[src/hw/aswc_cfg.svh]
// timing and encoding constants for the select-ended static memory write
`ifndef ASWC_CFG_SVH
`define ASWC_CFG_SVH

// controller clock period
`define ASWC_CLK_PERIOD_NS      5

// slowest grade minima of the select-ended write
`define ASWC_SELECT_TO_WRITE_END_TIME_NS   20
`define ASWC_ADDRESS_TO_WRITE_END_TIME_NS  20
`define ASWC_DATA_TO_WRITE_END_TIME_NS     11
`define ASWC_WRITE_CYCLE_TIME_NS           35

// least times round up to whole cycles
`define ASWC_CEIL_CYC(t) (((t) + `ASWC_CLK_PERIOD_NS - 1) / `ASWC_CLK_PERIOD_NS)

`define ASWC_SELECT_CYC   `ASWC_CEIL_CYC(`ASWC_SELECT_TO_WRITE_END_TIME_NS)
`define ASWC_ADDRESS_CYC  `ASWC_CEIL_CYC(`ASWC_ADDRESS_TO_WRITE_END_TIME_NS)
`define ASWC_DATA_CYC     `ASWC_CEIL_CYC(`ASWC_DATA_TO_WRITE_END_TIME_NS)
`define ASWC_CYCLE_CYC    `ASWC_CEIL_CYC(`ASWC_WRITE_CYCLE_TIME_NS)

// counter width
`define ASWC_CNT_W        4

// pin levels
`define ASWC_STROBE_IDLE  1'h1
`define ASWC_STROBE_ON    1'h0

// timer expiry count
`define ASWC_TMR_LAST     4'h1

`endif

[src/hw/aswc_pkg.sv]
// types of the select-ended static memory write controller
`include "aswc_cfg.svh"

package aswc_pkg;

    // gray codes along idle, setup, select, release, recover
    typedef enum logic [2:0] {
        ASWC_IDLE    = 3'h0,
        ASWC_SETUP   = 3'h1,
        ASWC_SELECT  = 3'h3,
        ASWC_RELEASE = 3'h2,
        ASWC_RECOVER = 3'h6
    } aswc_state_type;

    typedef logic [`ASWC_CNT_W-1:0] aswc_cnt_type;

endpackage

[src/hw/aswc_tmr_if.sv]
// interval timer handshake between controller and timer
`timescale 1ns/100ps

interface aswc_tmr_if;
    logic                 start;
    aswc_pkg::aswc_cnt_type load;
    logic                 expire;

    modport ctrl  (output start, output load, input expire);
    modport timer (input start, input load, output expire);
endinterface

[src/hw/aswc_ctrl.sv]
// host controller issuing select-ended writes to an asynchronous memory
//
// Functional notes
// - select held low for the select minimum
// - address valid the address minimum before end
// - data stable the data minimum before end
// - cycle timed from address valid to change
// - never drive data while memory might drive
`timescale 1ns/100ps
`include "aswc_cfg.svh"

module aswc_ctrl #(
    parameter int ADDR_W = 18,
    parameter int DATA_W = 4
) (
    // clock and reset
    input  wire logic              clock,
    input  wire logic              rst,
    // user write request
    input  wire logic              wr_req,
    input  wire logic [ADDR_W-1:0] wr_addr,
    input  wire logic [DATA_W-1:0] wr_data,
    output logic                   wr_ready,
    output logic                   wr_done,
    // memory pins
    output logic [ADDR_W-1:0]      address_in,
    output logic                   chip_select_n,
    output logic                   write_strobe_n,
    output logic                   output_gate_n,
    input  wire logic [DATA_W-1:0] data_io_in,
    output logic [DATA_W-1:0]      data_io_out,
    output logic                   data_io_oe
);

    ////////////////////////////////////////////////////////////////////
    // derived cycle counts

    localparam aswc_pkg::aswc_cnt_type SELECT_CYC =
        `ASWC_CNT_W'(`ASWC_SELECT_CYC);
    localparam aswc_pkg::aswc_cnt_type DATA_CYC =
        `ASWC_CNT_W'(`ASWC_DATA_CYC);
    localparam aswc_pkg::aswc_cnt_type ADDRESS_CYC =
        `ASWC_CNT_W'(`ASWC_ADDRESS_CYC);
    localparam aswc_pkg::aswc_cnt_type CYCLE_CYC =
        `ASWC_CNT_W'(`ASWC_CYCLE_CYC);

    // the select window must cover every end-of-write minimum
    function automatic aswc_pkg::aswc_cnt_type max_cnt(
        input aswc_pkg::aswc_cnt_type a,
        input aswc_pkg::aswc_cnt_type b
    );
        max_cnt = (a > b) ? a : b;
    endfunction

    // data and address start one setup cycle before select falls
    localparam aswc_pkg::aswc_cnt_type WINDOW_CYC =
        max_cnt(SELECT_CYC, max_cnt(DATA_CYC, ADDRESS_CYC));

    ////////////////////////////////////////////////////////////////////
    // state

    typedef struct packed {
        aswc_pkg::aswc_state_type fsm;
        aswc_pkg::aswc_cnt_type   age;
        logic [ADDR_W-1:0]        addr;
        logic [DATA_W-1:0]        data;
        logic                     cs_n;
        logic                     we_n;
        logic                     oe_n;
        logic                     drive;
        logic                     ready;
        logic                     done;
    } aswc_ctrl_state_type;

    aswc_ctrl_state_type state_ff;
    aswc_ctrl_state_type nxt_state;

    aswc_tmr_if tmr ();

    aswc_timer u_timer (
        .clock (clock),
        .rst   (rst),
        .tmr   (tmr)
    );

    ////////////////////////////////////////////////////////////////////
    // sequencer

    always_comb begin
        nxt_state = state_ff;
        nxt_state.done = 1'h0;
        tmr.start = 1'h0;
        tmr.load = WINDOW_CYC;
        // address age since it last became valid
        if (state_ff.age != '1) begin
            nxt_state.age = state_ff.age + `ASWC_CNT_W'(1);
        end
        unique case (state_ff.fsm)
            aswc_pkg::ASWC_IDLE: begin
                if (wr_req && state_ff.ready) begin
                    nxt_state.fsm = aswc_pkg::ASWC_SETUP;
                    nxt_state.addr = wr_addr;
                    nxt_state.data = wr_data;
                    nxt_state.age = '0;
                    nxt_state.we_n = `ASWC_STROBE_ON;
                    nxt_state.drive = 1'h1;
                    nxt_state.ready = 1'h0;
                end
            end
            aswc_pkg::ASWC_SETUP: begin
                // strobe already low, select follows
                nxt_state.fsm = aswc_pkg::ASWC_SELECT;
                nxt_state.cs_n = `ASWC_STROBE_ON;
                tmr.start = 1'h1;
            end
            aswc_pkg::ASWC_SELECT: begin
                if (tmr.expire) begin
                    nxt_state.fsm = aswc_pkg::ASWC_RELEASE;
                    nxt_state.cs_n = `ASWC_STROBE_IDLE;
                end
            end
            aswc_pkg::ASWC_RELEASE: begin
                // strobe rises after select, data still held
                nxt_state.fsm = aswc_pkg::ASWC_RECOVER;
                nxt_state.we_n = `ASWC_STROBE_IDLE;
            end
            aswc_pkg::ASWC_RECOVER: begin
                nxt_state.drive = 1'h0;
                // address held until the whole cycle time has passed
                if (state_ff.age >= CYCLE_CYC - `ASWC_CNT_W'(2)) begin
                    nxt_state.fsm = aswc_pkg::ASWC_IDLE;
                    nxt_state.ready = 1'h1;
                    nxt_state.done = 1'h1;
                end
            end
            default: begin
                nxt_state.fsm = aswc_pkg::ASWC_IDLE;
                nxt_state.cs_n = `ASWC_STROBE_IDLE;
                nxt_state.we_n = `ASWC_STROBE_IDLE;
                nxt_state.drive = 1'h0;
                nxt_state.ready = 1'h1;
            end
        endcase
        // memory output gate never opened by this controller
        nxt_state.oe_n = `ASWC_STROBE_IDLE;
    end

    always_ff @(posedge clock or posedge rst) begin
        if (rst) begin
            state_ff.fsm <= aswc_pkg::ASWC_IDLE;
            state_ff.age <= '1;
            state_ff.addr <= '0;
            state_ff.data <= '0;
            state_ff.cs_n <= `ASWC_STROBE_IDLE;
            state_ff.we_n <= `ASWC_STROBE_IDLE;
            state_ff.oe_n <= `ASWC_STROBE_IDLE;
            state_ff.drive <= 1'h0;
            state_ff.ready <= 1'h1;
            state_ff.done <= 1'h0;
        end else begin
            state_ff <= nxt_state;
        end
    end

    ////////////////////////////////////////////////////////////////////
    // outputs straight from the state register

    assign wr_ready = state_ff.ready;
    assign wr_done = state_ff.done;
    assign address_in = state_ff.addr;
    assign chip_select_n = state_ff.cs_n;
    assign write_strobe_n = state_ff.we_n;
    assign output_gate_n = state_ff.oe_n;
    assign data_io_out = state_ff.data;
    assign data_io_oe = state_ff.drive;

    // read data not used by a write-only controller
    logic unused_rd;
    assign unused_rd = ^data_io_in;

endmodule

[src/hw/aswc_timer.sv]
// down counter that flags the last cycle of a loaded interval
`timescale 1ns/100ps
`include "aswc_cfg.svh"

module aswc_timer (
    // clock and reset
    input  wire logic     clock,
    input  wire logic     rst,
    // control
    aswc_tmr_if.timer     tmr
);

    typedef struct packed {
        aswc_pkg::aswc_cnt_type cnt;
    } aswc_tmr_state_type;

    aswc_tmr_state_type state_ff;
    aswc_tmr_state_type nxt_state;

    always_comb begin
        nxt_state = state_ff;
        if (tmr.start) begin
            nxt_state.cnt = tmr.load;
        end else if (state_ff.cnt != '0) begin
            nxt_state.cnt = state_ff.cnt - `ASWC_CNT_W'(1);
        end
    end

    always_ff @(posedge clock or posedge rst) begin
        if (rst) begin
            state_ff <= '0;
        end else begin
            state_ff <= nxt_state;
        end
    end

    assign tmr.expire = (state_ff.cnt == `ASWC_TMR_LAST);

endmodule

[config.mk]
export PLATFORM = sky130hd
export DESIGN_NAME = aswc_ctrl
export DESIGN_NICKNAME = d
export VERILOG_FILES = /design/src/hw/aswc_pkg.sv /design/src/hw/aswc_tmr_if.sv /design/src/hw/aswc_ctrl.sv /design/src/hw/aswc_timer.sv
export VERILOG_INCLUDE_DIRS = /design/src /design/src/hw
export SDC_FILE = /design/constraint.sdc
export NUM_CORES = 1
export LEC_CHECK = 0
export BUFFER_PORTS_ARGS = -buffer_cell sky130_fd_sc_hd__buf_2
export CAP_MARGIN = 30
export CORE_AREA = 5 5 54 104
export CTS_CLUSTER_SIZE = 30
export DETAILED_ROUTE_END_ITERATION = 8
export DIE_AREA = 0 0 59 109
export SYNTH_ARGS = -nofsm -noshare
export SYNTH_HDL_FRONTEND = slang
export SYNTH_SLANG_ARGS = --single-unit
[constraint.sdc]
create_clock -name clock -period 1.8 [get_ports clock]
set_input_delay 0.18 -clock clock [delete_from_list [all_inputs] [get_ports clock]]
set_output_delay 0.18 -clock clock [all_outputs]
set_load 0.05 [all_outputs]
==> results.sh <==
export IMPL_dieArea_sq_um=6430
export IMPL_wl_per_cell_microns=12.5
export IMPL_synth_nets=189
export IMPL_vias=1171
export IMPL_cts_made_buffers=5
export IMPL_clk_path_buf_depth=2
export IMPL_ctsRootBufferMaster="clkbuf_8"
export IMPL_path_class="reg -> reg"
export IMPL_ys_seq_area_share_pct=52.2
export IMPL_max_freq_mhz=630
export IMPL_holdCritPathClass="in -> async"
export IMPL_critPathTopFamily="simple AND/OR/NAND/NOR gates"
export IMPL_drt_iter0_markers=23
export IMPL_crit_cells=4
export IMPL_critPathMaxFanout=7
export IMPL_dp_slack_ns=0.202
export IMPL_path_cells="or2_1 > nor3_4 > buf_4 > mux2_2"
export IMPL_grt_overflow=0
export IMPL_max_stage_delay_ns=0.42
export IMPL_grt_pass1_wl_mm=5.20
export IMPL_path_clk_slew_ns=0.07
export IMPL_synth_distinct_cells=35
export IMPL_startpoint_type="flip-flop"
export IMPL_drive_above_1_share_pct=50.5
export IMPL_netlist_area_sq_um=1840
export IMPL_rsz0062_at_grt="false"
export IMPL_arrival_ns=1.76
export IMPL_clock_latency_ns=0.28
export IMPL_synth_area_top_cells="dfrtp_1 (42%), mux2_2 (13%), dfstp_2 (10%)"
export IMPL_htree_levels=2
export IMPL_io_pins=57
export IMPL_dp_hpwl_mm=2.36
export IMPL_row_count=36
export IMPL_num_antenna_cells=0
export IMPL_endpoint_kind="flip-flop"
export IMPL_dominantRegCellSynth="dfrtp_1"
export IMPL_cts_sinks=38
export IMPL_area_delta_synth_final_pct=14.3
export IMPL_final_util_pct=44.0
export IMPL_tns_ns=0
export IMPL_ys_ff_latch=38
export IMPL_ys_top_cells_by_count="dfrtp_1 (31), buf_4 (23), mux2_2 (22)"
export IMPL_required_ns=1.97
export IMPL_skew_ns=0.00751
export IMPL_cts_hold_buf=0
export IMPL_first_pass_iters=3
export IMPL_synth_most_common_cell="dfrtp_1"
export IMPL_die_h_microns=109
export IMPL_setup_viol=0
export IMPL_final_max_slew_viol_count=0
export IMPL_setup_slack_ns=0.212
export IMPL_synthArstFlopShare_pct=100
export IMPL_grt_start_max_net_pins=39
export IMPL_yosys_area_top_type="dfrtp_1"
export IMPL_final_period_utilization_pct=88.2
export IMPL_post_cts_buffers=0
export IMPL_critical_path_slowest_cell="dfrtp_1"
export IMPL_violations="negative hold slack"
export IMPL_via_per_inst=4.70
export IMPL_synth_avg_cell_area_sq_um=11.9
export IMPL_final_hold_viol_count=14
export IMPL_drtAntennaViolNets=0
export IMPL_period_needed_ns=1.59
export IMPL_synth_warnings=0
export IMPL_gp_congestion=0.712
export IMPL_track_usage_pct=10.4
export IMPL_synth_top_area_share_pct=42.2
export IMPL_die_w_microns=59
export IMPL_start_util_pct=38.5
export IMPL_wl_mm=3.11
export IMPL_antenna_found_initial=0
export IMPL_drc=0
export IMPL_synth_edf_count=0
export IMPL_holdWs_ns=-0.0105
export IMPL_nets=226
export IMPL_syn_inst=154
export IMPL_port_buffers=51
export IMPL_cp_num_buf_inv=1
export IMPL_maxCapViolCount=0
export IMPL_first_global_vias=1238
export IMPL_fp_coreArea_sq_um=4770
export IMPL_cts_tree="done"
export IMPL_ff2ff_path_depth=4
export IMPL_postCtsResizedCells=0
export IMPL_outcome="finished with violations"
[placed cells by master, fill, tap and decap left out, types with 2 or more instances in the layout]
cell type / instances
clkinv_2: 2
nor2_1: 12
a211oi_1: 3
nand2b_1: 4
nand3_1: 3
dfstp_2: 7
mux2_2: 22
nand2_1: 2
a21oi_1: 2
ha_1: 6
nor3_1: 5
buf_2: 51
inv_1: 8
clkbuf_8: 5
xnor2_1: 2
buf_4: 4
mux2i_1: 2
dfrtp_1: 31
[sequential cells by signal (all words and copies together) (netlist names)]
signal / flops
data_io_oe: 1
state_ff: 7
u_timer.state_ff: 4
address_in: 18
wr_done: 1
chip_select_n: 1
write_strobe_n: 1
wr_ready: 1
data_io_out: 4
[final cells by class]
type / count / area [sq um]
fillers: 491 / 2670
flip-flops and latches: 38 / 960
multi-input cells: 82 / 653
repair buffers: 56 / 305
clock buffers: 6 / 72.6
well taps: 57 / 71.3
inverters: 8 / 30.0
clock inverters: 2 / 10.0
[tightest hold or removal path: cells and delay by family]
family | cells | cell delay, ns
buffers and inverters | 3 | 0.53
[cells by family (layout without fill, tap and decap cells)]
family          count (synthesis)  in the layout  share of synthesized area (%)
compound gates                 14             14                           5.44
other cells                     1              1                          0.204
buf+inv                        34             72                           12.4
flops                          38             38                           52.2
xor+xnor                        2              2                          0.953
mux                            24             24                           14.6
fa+ha+maj                       6              6                           4.08
simple gates                   35             35                           10.1
[per-layer routing]
metal | routed length (microns) | GRT usage (%)
met1 | 1250 | 11.8
met4 | 42 | 3.40
met3 | 349 | 4.62
met5 | 0 | 0
met2 | 1480 | 17.0
[worst paths after layout]
check	slack, ns	end	start
worst max-delay path	0.21	address_in[6]	state_ff[32]
worst min-delay path	-0.01	address_in[16]	rst
worst max register to register	0.21	address_in[6]	state_ff[32]
worst min register to register	0.50	data_io_out[0]	data_io_out[0]
max in group asynchronous	1.44	state_ff[28]	rst
min in group clock	0.12	address_in[7]	wr_addr[7]
[stage by stage]
step	std cells	instance area [sq um]	hold slack, ns
after floorplan	154	1840	0.332
after global routing	249	2100	0.0398
after CTS	249	2100	0.00264
after detailed placement	241	2020	0.317
after global placement	241	2020	0.316
final	249	2100	-0.0105
Power is not shown: default switching activity piles up to over one toggle a cycle in this logic, so the estimate is an artifact.
